<file path="src/h2d_cfg.svh">
// Constants for the host-side register frame codec
// Assumes inclusion by bare name from the package and modules
`ifndef H2D_CFG_SVH
`define H2D_CFG_SVH
// ----------------------------------------------------------------------------
// Frame type codes
// ----------------------------------------------------------------------------
`define TYPE_REG_H2D   8'h27
`define TYPE_REG_D2H   8'h34
`define TYPE_DMA_ACT   8'h39
`define TYPE_DMA_SETUP 8'h41
`define TYPE_DATA      8'h46
`define TYPE_BIST      8'h58
`define TYPE_PIO_SETUP 8'h5f
`define TYPE_SDB       8'ha1
`define TYPE_RSV0      8'ha6
`define TYPE_RSV1      8'hb8
`define TYPE_RSV2      8'hbf
`define TYPE_RSV3      8'hd9
`define TYPE_VEND0     8'hc7
`define TYPE_VEND1     8'hd4
// ----------------------------------------------------------------------------
// Frame layout
// ----------------------------------------------------------------------------
`define FRAME_DWORDS   3'd5
`define C_BIT          7
`define SRST_BIT       2
`define BSY_BIT        7
`define DRQ_BIT        3
`define ERR_BIT        0
`define ABRT_BIT       2
`define ICRC_BIT       7
`define CMD_DEV_RESET  8'h08
// ----------------------------------------------------------------------------
// Timing
// ----------------------------------------------------------------------------
`define CLK_NS         100
`define BSY_MAX_NS     400
`define BSY_MAX_CYC    (`BSY_MAX_NS / `CLK_NS)
// ----------------------------------------------------------------------------
// Register offsets
// ----------------------------------------------------------------------------
`define OFS_FEAT       12'h000
`define OFS_COUNT      12'h004
`define OFS_LBA_LO     12'h008
`define OFS_LBA_HI     12'h00c
`define OFS_DEVICE     12'h010
`define OFS_COMMAND    12'h014
`define OFS_DEVCTL     12'h018
`define OFS_AUX        12'h01c
`define OFS_STATUS     12'h020
`define OFS_RXINFO     12'h024
`define OFS_PMP        12'h028
`endif

</file>
<file path="src/h2d_pkg.sv">
// Types for the host-side register frame codec
// Assumes the cfg header is on the include path
package h2d_pkg;
`include "h2d_cfg.svh"
  typedef enum logic [3:0] {
    CLS_REG_H2D, CLS_REG_D2H, CLS_DMA_ACT, CLS_DMA_SETUP, CLS_DATA, CLS_BIST,
    CLS_PIO_SETUP, CLS_SDB, CLS_RESERVED, CLS_VENDOR, CLS_UNKNOWN
  } fis_class_t;
  typedef enum logic [1:0] {TX_IDLE, TX_SEND, TX_WAIT} tx_state_t;
endpackage : h2d_pkg

</file>
<file path="src/fis_type_decode.sv">
// Classifies a received frame type byte
// Assumes byte 0 of the first payload word is presented with a strobe
`timescale 1ns/1ps
`include "h2d_cfg.svh"
module fis_type_decode
  import h2d_pkg::*;
(
  input  wire logic [7:0] type_code,
  output fis_class_t      cls,
  output logic            unrec
);
  // --------------------------------------------------------------------------
  // Code map
  // --------------------------------------------------------------------------
  always_comb begin
    case (type_code)
      `TYPE_REG_H2D:   cls = CLS_REG_H2D;
      `TYPE_REG_D2H:   cls = CLS_REG_D2H;
      `TYPE_DMA_ACT:   cls = CLS_DMA_ACT;
      `TYPE_DMA_SETUP: cls = CLS_DMA_SETUP;
      `TYPE_DATA:      cls = CLS_DATA;
      `TYPE_BIST:      cls = CLS_BIST;
      `TYPE_PIO_SETUP: cls = CLS_PIO_SETUP;
      `TYPE_SDB:       cls = CLS_SDB;
      `TYPE_RSV0, `TYPE_RSV1, `TYPE_RSV2, `TYPE_RSV3: cls = CLS_RESERVED;
      `TYPE_VEND0, `TYPE_VEND1: cls = CLS_VENDOR;
      default:         cls = CLS_UNKNOWN;
    endcase
  end
  // Vendor and reserved codes are not accepted here
  assign unrec = (cls == CLS_RESERVED) || (cls == CLS_VENDOR) || (cls == CLS_UNKNOWN);
endmodule : fis_type_decode

</file>
<file path="src/frame_builder.sv">
// Assembles the five-word host-to-device register frame
// Assumes a held shadow snapshot at its inputs
`timescale 1ns/1ps
`include "h2d_cfg.svh"
module frame_builder
  import h2d_pkg::*;
(
  input  wire logic [2:0]  idx,
  input  wire logic        c_bit,
  input  wire logic [3:0]  pmp,
  input  wire logic [15:0] feat,
  input  wire logic [15:0] count,
  input  wire logic [47:0] lba,
  input  wire logic [7:0]  device,
  input  wire logic [7:0]  command,
  input  wire logic [7:0]  devctl,
  input  wire logic [7:0]  icc,
  input  wire logic [31:0] aux,
  output logic [31:0]      dword
);
  // --------------------------------------------------------------------------
  // Word select
  // --------------------------------------------------------------------------
  wire [7:0] flags = {c_bit, 3'h0, pmp};
  always_comb begin
    case (idx)
      3'd0:    dword = {feat[7:0], command, flags, `TYPE_REG_H2D};
      3'd1:    dword = {device, lba[23:0]};
      3'd2:    dword = {feat[15:8], lba[47:24]};
      3'd3:    dword = {devctl, icc, count};
      3'd4:    dword = aux;
      default: dword = 32'h0;
    endcase
  end
endmodule : frame_builder

</file>
<file path="src/reg_fis_host.sv">
// Host adapter shadow register block with register frame transmit and decode
// Assumes a Link layer with valid/ready word stream and an outcome pulse
//
// Design decisions made here: the AXI4-Lite slave port and the register offsets.
`timescale 1ns/1ps
`include "h2d_cfg.svh"
module reg_fis_host
  import h2d_pkg::*;
(
  input  wire logic        aclk,
  input  wire logic        aresetn,
  input  wire logic [11:0] s_axi_awaddr,
  input  wire logic        s_axi_awvalid,
  output logic             s_axi_awready,
  input  wire logic [31:0] s_axi_wdata,
  input  wire logic [3:0]  s_axi_wstrb,
  input  wire logic        s_axi_wvalid,
  output logic             s_axi_wready,
  output logic [1:0]       s_axi_bresp,
  output logic             s_axi_bvalid,
  input  wire logic        s_axi_bready,
  input  wire logic [11:0] s_axi_araddr,
  input  wire logic        s_axi_arvalid,
  output logic             s_axi_arready,
  output logic [31:0]      s_axi_rdata,
  output logic [1:0]       s_axi_rresp,
  output logic             s_axi_rvalid,
  input  wire logic        s_axi_rready,
  output logic [31:0]      tx_data,
  output logic             tx_valid,
  output logic             tx_last,
  input  wire logic        tx_ready,
  input  wire logic        tx_done,
  input  wire logic        tx_err,
  input  wire logic [7:0]  rx_type,
  input  wire logic        rx_type_valid,
  input  wire logic        rx_d2h_valid,
  input  wire logic [7:0]  rx_status,
  input  wire logic [7:0]  rx_error,
  output logic             rx_unrec
);
  // --------------------------------------------------------------------------
  // Shadow registers
  // --------------------------------------------------------------------------
  logic [15:0] feat_r, count_r;
  logic [47:0] lba_r;
  logic [7:0]  device_r, command_r, devctl_r, status_r, error_r, icc_r;
  logic [31:0] aux_r;
  logic [3:0]  pmp_r;
  logic [7:0]  last_type_r;
  logic        last_unrec_r, tx_fail_r;
  logic        pend_r, pend_c_r;
  // Snapshot held for the frame in flight
  logic [15:0] s_feat_r, s_count_r;
  logic [47:0] s_lba_r;
  logic [7:0]  s_device_r, s_command_r, s_devctl_r, s_icc_r;
  logic [31:0] s_aux_r;
  logic [3:0]  s_pmp_r;
  logic        s_c_r;
  tx_state_t   tx_state_r;
  logic [2:0]  idx_r;
  // --------------------------------------------------------------------------
  // AXI write channel
  // --------------------------------------------------------------------------
  logic        aw_have_r, w_have_r;
  logic [11:0] awaddr_r;
  logic [31:0] wdata_r;
  logic [3:0]  wstrb_r;
  wire         wr_go   = aw_have_r && w_have_r && !s_axi_bvalid;
  wire         busy    = status_r[`BSY_BIT] || status_r[`DRQ_BIT];
  wire         wr_b0   = wstrb_r[0];
  wire [7:0]   wb0     = wdata_r[7:0];
  wire         wr_cmd  = wr_go && awaddr_r == `OFS_COMMAND && wr_b0;
  wire         cmd_ok  = wr_cmd && (!busy || wb0 == `CMD_DEV_RESET);
  wire         wr_ctl  = wr_go && awaddr_r == `OFS_DEVCTL && wr_b0;
  wire         ctl_chg = wr_ctl && wb0 != devctl_r;
  wire         srst_up = wr_ctl && wb0[`SRST_BIT] && !devctl_r[`SRST_BIT];
  wire         tb_lock = busy;
  wire         map_ok  = awaddr_r <= `OFS_PMP && awaddr_r[1:0] == 2'b00;
  always_ff @(posedge aclk) begin
    if (!aresetn) begin
      aw_have_r <= 1'b0;
      w_have_r  <= 1'b0;
      awaddr_r  <= 12'h000;
      wdata_r   <= 32'h0;
      wstrb_r   <= 4'h0;
    end else begin
      if (s_axi_awvalid && s_axi_awready) begin
        aw_have_r <= 1'b1;
        awaddr_r  <= s_axi_awaddr;
      end else if (wr_go) begin
        aw_have_r <= 1'b0;
      end
      if (s_axi_wvalid && s_axi_wready) begin
        w_have_r <= 1'b1;
        wdata_r  <= s_axi_wdata;
        wstrb_r  <= s_axi_wstrb;
      end else if (wr_go) begin
        w_have_r <= 1'b0;
      end
    end
  end
  always_ff @(posedge aclk) begin
    if (!aresetn) begin
      s_axi_awready <= 1'b0;
      s_axi_wready  <= 1'b0;
      s_axi_bvalid  <= 1'b0;
      s_axi_bresp   <= 2'b00;
    end else begin
      s_axi_awready <= !aw_have_r && !(s_axi_awvalid && s_axi_awready);
      s_axi_wready  <= !w_have_r && !(s_axi_wvalid && s_axi_wready);
      if (wr_go) begin
        s_axi_bvalid <= 1'b1;
        s_axi_bresp  <= map_ok ? 2'b00 : 2'b10;
      end else if (s_axi_bready) begin
        s_axi_bvalid <= 1'b0;
      end
    end
  end
  // --------------------------------------------------------------------------
  // Shadow updates
  // --------------------------------------------------------------------------
  always_ff @(posedge aclk) begin
    if (!aresetn) begin
      feat_r <= 16'h0; count_r <= 16'h0; lba_r <= 48'h0; device_r <= 8'h0;
      command_r <= 8'h0; devctl_r <= 8'h0; icc_r <= 8'h0; aux_r <= 32'h0;
      pmp_r <= 4'h0;
    end else if (wr_go) begin
      case (awaddr_r)
        `OFS_FEAT: begin
          if (!tb_lock && wstrb_r[0]) feat_r[7:0] <= wdata_r[7:0];
          if (wstrb_r[1]) feat_r[15:8] <= wdata_r[15:8];
          if (wstrb_r[2]) icc_r <= wdata_r[23:16];
        end
        `OFS_COUNT: begin
          if (!tb_lock && wstrb_r[0]) count_r[7:0] <= wdata_r[7:0];
          if (wstrb_r[1]) count_r[15:8] <= wdata_r[15:8];
        end
        `OFS_LBA_LO: begin
          if (!tb_lock && wstrb_r[0]) lba_r[7:0] <= wdata_r[7:0];
          if (!tb_lock && wstrb_r[1]) lba_r[15:8] <= wdata_r[15:8];
          if (!tb_lock && wstrb_r[2]) lba_r[23:16] <= wdata_r[23:16];
          if (wstrb_r[3]) lba_r[31:24] <= wdata_r[31:24];
        end
        `OFS_LBA_HI: begin
          if (wstrb_r[0]) lba_r[39:32] <= wdata_r[7:0];
          if (wstrb_r[1]) lba_r[47:40] <= wdata_r[15:8];
        end
        `OFS_DEVICE: if (!tb_lock && wr_b0) device_r <= wb0;
        `OFS_COMMAND: if (cmd_ok) command_r <= wb0;
        `OFS_DEVCTL: if (wr_b0) devctl_r <= wb0;
        `OFS_AUX: aux_r <= wdata_r;
        `OFS_PMP: if (wr_b0) pmp_r <= wb0[3:0];
        default: ;
      endcase
    end
  end
  // --------------------------------------------------------------------------
  // Status, receive decode
  // --------------------------------------------------------------------------
  fis_class_t rx_cls;
  logic       rx_unrec_w;
  fis_type_decode u_dec (
    .type_code (rx_type),
    .cls       (rx_cls),
    .unrec     (rx_unrec_w)
  );
  always_ff @(posedge aclk) begin
    if (!aresetn) begin
      status_r <= 8'h0; error_r <= 8'h0; last_type_r <= 8'h0;
      last_unrec_r <= 1'b0; rx_unrec <= 1'b0;
    end else begin
      rx_unrec <= rx_type_valid && rx_unrec_w;
      if (rx_type_valid) begin
        last_type_r  <= rx_type;
        last_unrec_r <= rx_unrec_w;
      end
      if (cmd_ok || srst_up) begin
        status_r[`BSY_BIT] <= 1'b1;
      end else if (rx_d2h_valid && busy) begin
        status_r <= rx_status;
        error_r  <= rx_error;
      end
    end
  end
  // --------------------------------------------------------------------------
  // Transmit trigger and sequencer
  // --------------------------------------------------------------------------
  wire c_srst_bad = devctl_r[`SRST_BIT];
  wire trig       = cmd_ok || ctl_chg;
  wire trig_c     = cmd_ok;
  always_ff @(posedge aclk) begin
    if (!aresetn) begin
      pend_r <= 1'b0; pend_c_r <= 1'b0;
    end else if (trig) begin
      pend_r   <= 1'b1;
      pend_c_r <= trig_c;
    end else if (tx_state_r == TX_IDLE && pend_r) begin
      pend_r <= 1'b0;
    end
  end
  wire launch = tx_state_r == TX_IDLE && pend_r && !trig;
  always_ff @(posedge aclk) begin
    if (!aresetn) begin
      s_feat_r <= 16'h0; s_count_r <= 16'h0; s_lba_r <= 48'h0; s_device_r <= 8'h0;
      s_command_r <= 8'h0; s_devctl_r <= 8'h0; s_icc_r <= 8'h0; s_aux_r <= 32'h0;
      s_pmp_r <= 4'h0; s_c_r <= 1'b0;
    end else if (launch) begin
      s_feat_r <= feat_r; s_count_r <= count_r; s_lba_r <= lba_r;
      s_device_r <= device_r; s_command_r <= command_r; s_devctl_r <= devctl_r;
      s_icc_r <= icc_r; s_aux_r <= aux_r; s_pmp_r <= pmp_r;
      s_c_r <= pend_c_r && !c_srst_bad;
    end
  end
  wire [2:0] idx_nxt = idx_r + 3'd1;
  wire       take    = tx_valid && tx_ready;
  wire       at_last = idx_r == `FRAME_DWORDS - 3'd1;
  wire       first   = tx_state_r == TX_SEND && !tx_valid;
  wire [2:0] bld_idx = tx_valid ? idx_nxt : idx_r;
  logic [31:0] dword_w;
  frame_builder u_build (
    .idx     (bld_idx),
    .c_bit   (s_c_r),
    .pmp     (s_pmp_r),
    .feat    (s_feat_r),
    .count   (s_count_r),
    .lba     (s_lba_r),
    .device  (s_device_r),
    .command (s_command_r),
    .devctl  (s_devctl_r),
    .icc     (s_icc_r),
    .aux     (s_aux_r),
    .dword   (dword_w)
  );
  always_ff @(posedge aclk) begin
    if (!aresetn) begin
      tx_state_r <= TX_IDLE; idx_r <= 3'd0; tx_fail_r <= 1'b0;
    end else begin
      case (tx_state_r)
        TX_IDLE: if (launch) begin
          tx_state_r <= TX_SEND;
          idx_r      <= 3'd0;
        end
        TX_SEND: if (take) begin
          if (idx_r == `FRAME_DWORDS - 3'd1) tx_state_r <= TX_WAIT;
          else idx_r <= idx_nxt;
        end
        TX_WAIT: if (tx_done) begin
          tx_state_r <= TX_IDLE;
          tx_fail_r  <= tx_err;
        end
        default: tx_state_r <= TX_IDLE;
      endcase
    end
  end
  // Next word loads on each take, so no word repeats and a stall holds it
  always_ff @(posedge aclk) begin
    if (!aresetn) begin
      tx_valid <= 1'b0; tx_last <= 1'b0; tx_data <= 32'h0;
    end else if (first || (take && !at_last)) begin
      tx_valid <= 1'b1;
      tx_last  <= bld_idx == `FRAME_DWORDS - 3'd1;
      tx_data  <= dword_w;
    end else if (take) begin
      tx_valid <= 1'b0;
      tx_last  <= 1'b0;
    end
  end
  // --------------------------------------------------------------------------
  // AXI read channel
  // --------------------------------------------------------------------------
  logic [31:0] rd_mux;
  always_comb begin
    case (s_axi_araddr)
      `OFS_FEAT:    rd_mux = {8'h0, icc_r, feat_r};
      `OFS_COUNT:   rd_mux = {16'h0, count_r};
      `OFS_LBA_LO:  rd_mux = lba_r[31:0];
      `OFS_LBA_HI:  rd_mux = {16'h0, lba_r[47:32]};
      `OFS_DEVICE:  rd_mux = {24'h0, device_r};
      `OFS_COMMAND: rd_mux = {24'h0, command_r};
      `OFS_DEVCTL:  rd_mux = {24'h0, devctl_r};
      `OFS_AUX:     rd_mux = aux_r;
      `OFS_STATUS:  rd_mux = {14'h0, tx_fail_r, tx_state_r != TX_IDLE, error_r, status_r};
      `OFS_RXINFO:  rd_mux = {23'h0, last_unrec_r, last_type_r};
      `OFS_PMP:     rd_mux = {28'h0, pmp_r};
      default:      rd_mux = 32'h0;
    endcase
  end
  always_ff @(posedge aclk) begin
    if (!aresetn) begin
      s_axi_arready <= 1'b0; s_axi_rvalid <= 1'b0;
      s_axi_rdata <= 32'h0; s_axi_rresp <= 2'b00;
    end else begin
      s_axi_arready <= !s_axi_rvalid && !s_axi_arready && s_axi_arvalid;
      if (s_axi_arvalid && s_axi_arready) begin
        s_axi_rvalid <= 1'b1;
        s_axi_rdata  <= rd_mux;
        s_axi_rresp  <= (s_axi_araddr <= `OFS_PMP && s_axi_araddr[1:0] == 2'b00) ? 2'b00 : 2'b10;
      end else if (s_axi_rready) begin
        s_axi_rvalid <= 1'b0;
      end
    end
  end
  // --------------------------------------------------------------------------
  // Checks
  // --------------------------------------------------------------------------
  a_bsy_after_cmd: assert property (@(posedge aclk) disable iff (!aresetn)
    cmd_ok |-> ##[1:4] status_r[`BSY_BIT]) else $error("busy late");
  a_bsy_srst: assert property (@(posedge aclk) disable iff (!aresetn)
    srst_up |=> status_r[`BSY_BIT]) else $error("busy not set on reset");
  a_no_c_srst: assert property (@(posedge aclk) disable iff (!aresetn)
    tx_valid && idx_r == 3'd0 |-> !(s_c_r && s_devctl_r[`SRST_BIT])) else $error("C with SRST");
  a_type_byte: assert property (@(posedge aclk) disable iff (!aresetn)
    tx_valid && idx_r == 3'd0 && !tx_last |-> tx_data[7:0] == `TYPE_REG_H2D) else $error("bad type");
  a_rsv_zero: assert property (@(posedge aclk) disable iff (!aresetn)
    tx_valid && idx_r == 3'd0 |-> tx_data[14:12] == 3'h0) else $error("reserved nonzero");
  a_snap_hold: assert property (@(posedge aclk) disable iff (!aresetn)
    tx_state_r == TX_WAIT && !tx_done |=> $stable(s_lba_r) && $stable(s_c_r)) else $error("snapshot moved");
  a_stall_hold: assert property (@(posedge aclk) disable iff (!aresetn)
    tx_valid && !tx_ready |=> tx_valid && $stable(tx_data)) else $error("stream changed");
  a_busy_lock: assert property (@(posedge aclk) disable iff (!aresetn)
    wr_cmd && busy && wb0 != `CMD_DEV_RESET |=> $stable(command_r)) else $error("command taken busy");
  a_unrec_flag: assert property (@(posedge aclk) disable iff (!aresetn)
    rx_type_valid && rx_type == `TYPE_VEND0 |=> rx_unrec) else $error("vendor not flagged");
  c_cmd_frame: cover property (@(posedge aclk) cmd_ok ##[1:20] tx_last);
  c_ctl_frame: cover property (@(posedge aclk) ctl_chg ##[1:20] tx_last);
  c_stall: cover property (@(posedge aclk) tx_valid && !tx_ready);
  c_unrec: cover property (@(posedge aclk) rx_unrec);
endmodule : reg_fis_host

</file>
<file path="config.mk">
export PLATFORM = sky130hd
export DESIGN_NAME = reg_fis_host
export DESIGN_NICKNAME = d
export VERILOG_FILES = /design/src/h2d_pkg.sv /design/src/fis_type_decode.sv /design/src/frame_builder.sv /design/src/reg_fis_host.sv
export VERILOG_INCLUDE_DIRS = /design/src
export SDC_FILE = /design/constraint.sdc
export NUM_CORES = 1
export LEC_CHECK = 0
export CAP_MARGIN = 25
export CORE_MARGIN = 2
export CORE_UTILIZATION = 58
export DETAILED_ROUTE_END_ITERATION = 8
export DONT_BUFFER_PORTS = 1
export PLACE_DENSITY = 0.74
export SLEW_MARGIN = 15
export SYNTH_ARGS = -nofsm -noshare
export SYNTH_HDL_FRONTEND = slang
export SYNTH_HIERARCHICAL = 1
export SYNTH_SLANG_ARGS = --single-unit
</file>
<file path="constraint.sdc">
create_clock -name aclk -period 2.72 [get_ports aclk]
set_input_delay 0.408 -clock aclk [delete_from_list [all_inputs] [get_ports aclk]]
set_output_delay 0.408 -clock aclk [all_outputs]
set_load 0.01 [all_outputs]
</file>
==> run summary <==
The count of clock tree sinks is 454. Summed over all failing endpoints, the final setup total negative slack is 0 ns. The first global-routing pass estimated ~95,000 um of wire.

STA classifies the critical path startpoint as a flip-flop. The number of nets in the final layout came out at around 2.5k. The floorplan die width is 186 um. The total area of sequential cells came out at 0.00909 sq mm. Counting along the longest clock path gives a buffer depth of 3. Synthesis produced 2,368 cells. The final routed DRC violation total came out at 0. The floorplan die height is 186 um. The Yosys step of the flow raised 6 warnings. The total global routing overflow came out at 0.

The final max-slew violation count is 0. The transition time of the tightest slew-check pin came out at 0.758 ns. The shortest period the worst path allows is 2.52 ns. The maximum fanout count along the critical path came out at 8. Leaving out fill and tap cells, the most frequent cell in the layout is sky130_fd_sc_hd__nand2_1.

The worst setup path is captured at a flip-flop. The routed layout has between 15k and 20k vias. In the layout the commonest cells are sky130_fd_sc_hd__nand2_1, sky130_fd_sc_hd__dfxtp_1, sky130_fd_sc_hd__a21oi_1. The post-synthesis cell area came out at between 0.015 and 0.02 sq mm.

The fmax is about 0.40 GHz. In this run the tightest slew margin relative to its limit is 0.495. The I/O pin count came out at 172. The clock skew is between 0.02 and 0.025 ns. Dividing total power by cell area gives a power density of 616 mW/mm^2. The portion of the clock cycle consumed by the worst path in the final layout came out at 0.927. The post-synthesis average cell area is 8.12 sq um. TritonCTS created 46 clock buffers. Entering global routing, the biggest net connects 340 pins.

The area taken by multi-input logic gates came out at 0.00922 sq mm. The worst setup path is of the flip-flop to flip-flop kind. In this run, the number of DRC markers left after iteration 0 of detailed routing was 2,298. In this run the static leakage power is 0.00703 uW.

The number of antenna violations at the first check in global routing came out at 0. The die footprint is 0.0346 sq mm. The tree is rooted in a sky130_fd_sc_hd__clkbuf_16. In this run the worst hold path is classified as primary input to flip-flop. The initial core utilization came out at 0.589. The global router's overall resource usage came out at 0.365. Setup repair after global routing left no endpoint under its margin. The filler cell count is 2,776. Clock latency on the worst-skew pair, taken at its later pin, is approximately 0.56 ns. In this run the number of H-tree levels came out at 2.

The first-pass detailed-route iteration total came out at 6. After detailed routing, the total wire length is roughly 64,000 um. Of the cells placed in the final design, the portion with a size suffix greater than 1 is 0.0900. Across the run, the number of max-cap violations was 0. Input and output buffers added on the ports amount to 0. The required time reported for the critical path endpoint is 3.16 ns. The wire-length estimate of the detail-placed layout is approximately 46,000 um. The number of global-route vias before repair came out at ~16k. The routed length per instance is 22.6 um.

The antenna diode count came out at 0. The clock input transition at the sequential cells of the worst setup and hold paths came out at 0.06 ns. STA puts the critical path data arrival time at 2.96 ns. The TritonCTS clock tree is yes. The remaining number of nets flagged by the antenna check after routing came out at 0. The final hold violation count is 0. The core region is roughly 0.033 sq mm.

The total power is approximately 13,000 uW. The run finished with clean final reports. The final number of setup-violating endpoints is 0. VDD sags by at most 0.542 mV. The row count came out at 66.

The weighted congestion reported at the end of routability-driven placement is 0.955. The vias per cell is 6.18. The synthesis-to-finish area growth is 12.9%.
## registers in the layout (all words and copies together), names as in the netlist, 12 cells and up
| name | flops |
|---|---|
| lba_r | 48 |
| s_lba_r | 48 |
| aux_r | 32 |
| s_aux_r | 32 |
| s_axi_rdata | 32 |
| tx_data | 32 |
| wdata_r | 32 |
| count_r | 16 |
| feat_r | 16 |
| s_count_r | 16 |
| s_feat_r | 16 |
| awaddr_r | 12 |
## final timing paths
| check | endpoint | from | cells past startpoint | slack (ns) |
|---|---|---|---|---|
| setup / recovery | lba_r[34] | awaddr_r[11] | 7 | 0.20 |
| hold / removal | wdata_r[15] | s_axi_wdata[15] | 2 | 0.005 |
| setup reg to reg | lba_r[34] | awaddr_r[11] | 7 | 0.20 |
| hold reg to reg | awaddr_r[10] | awaddr_r[10] | 2 | 0.45 |
## routing by layer
metal / vias up / part of all wire / track usage
met3: 129 / 0.11 / 0.0810
met4: 0 / 0.042 / 0.145
li1: 8185 / - / -
met5: - / 0 / 0
met1: 8228 / 0.42 / 0.524
met2: 964 / 0.42 / 0.532
## area by class of cell
cell class / instances / area share
clock inverters: 11 / 0.00582
multi-input cells: 1710 / 0.425
well taps: 442 / 0.0255
inverters: 9 / 0.00179
clock buffers: 68 / 0.0615
flip-flops and latches: 454 / 0.419
repair buffers: 137 / 0.0615
## power breakdown
group          leakage, uW  switching (uW)  total [uW]  internal (uW)
Sequential         0.00366            70.2        6770           6700
Combinational      0.00265             235         398            163
Clock             0.000718            2600        6190           3580
Total              0.00703            2910       13400          10400
## worst max-delay path, cell delays in order (launching register included)
cell and delay (ns):
sky130_fd_sc_hd__dfxtp_1 0.31, sky130_fd_sc_hd__or4_4 0.57, sky130_fd_sc_hd__nor3_2 0.36, sky130_fd_sc_hd__and2_0 0.43
sky130_fd_sc_hd__and3_1 0.24, sky130_fd_sc_hd__buf_4 0.21, sky130_fd_sc_hd__mux2i_1 0.23, sky130_fd_sc_hd__nor2_1 0.06
## repair_timing
item,4_1_cts,5_1_grt
hold buffers,51,0
setup endpoints to repair,0,111
gates resized for setup,0,2
hold endpoints to repair,51,0
setup buffers,0,1
## stage by stage
step / instances / hold slack [ns] / cell area, sq um / utilization / setup slack [ns]
after floorplan: 2369 / 0.419 / 19200 / - / 0.375
after global placement: 2699 / 0.438 / 19700 / 0.604 / 0.192
after detailed placement: 2700 / 0.443 / 19700 / 0.604 / 0.143
after CTS: 2830 / 0.000184 / 21700 / 0.665 / 0.135
after global routing: 2831 / 0.00921 / 21700 / 0.665 / 0.0999
final: 2831 / 0.00518 / 21700 / 0.665 / 0.199
Power figures use the tool's default switching activity.
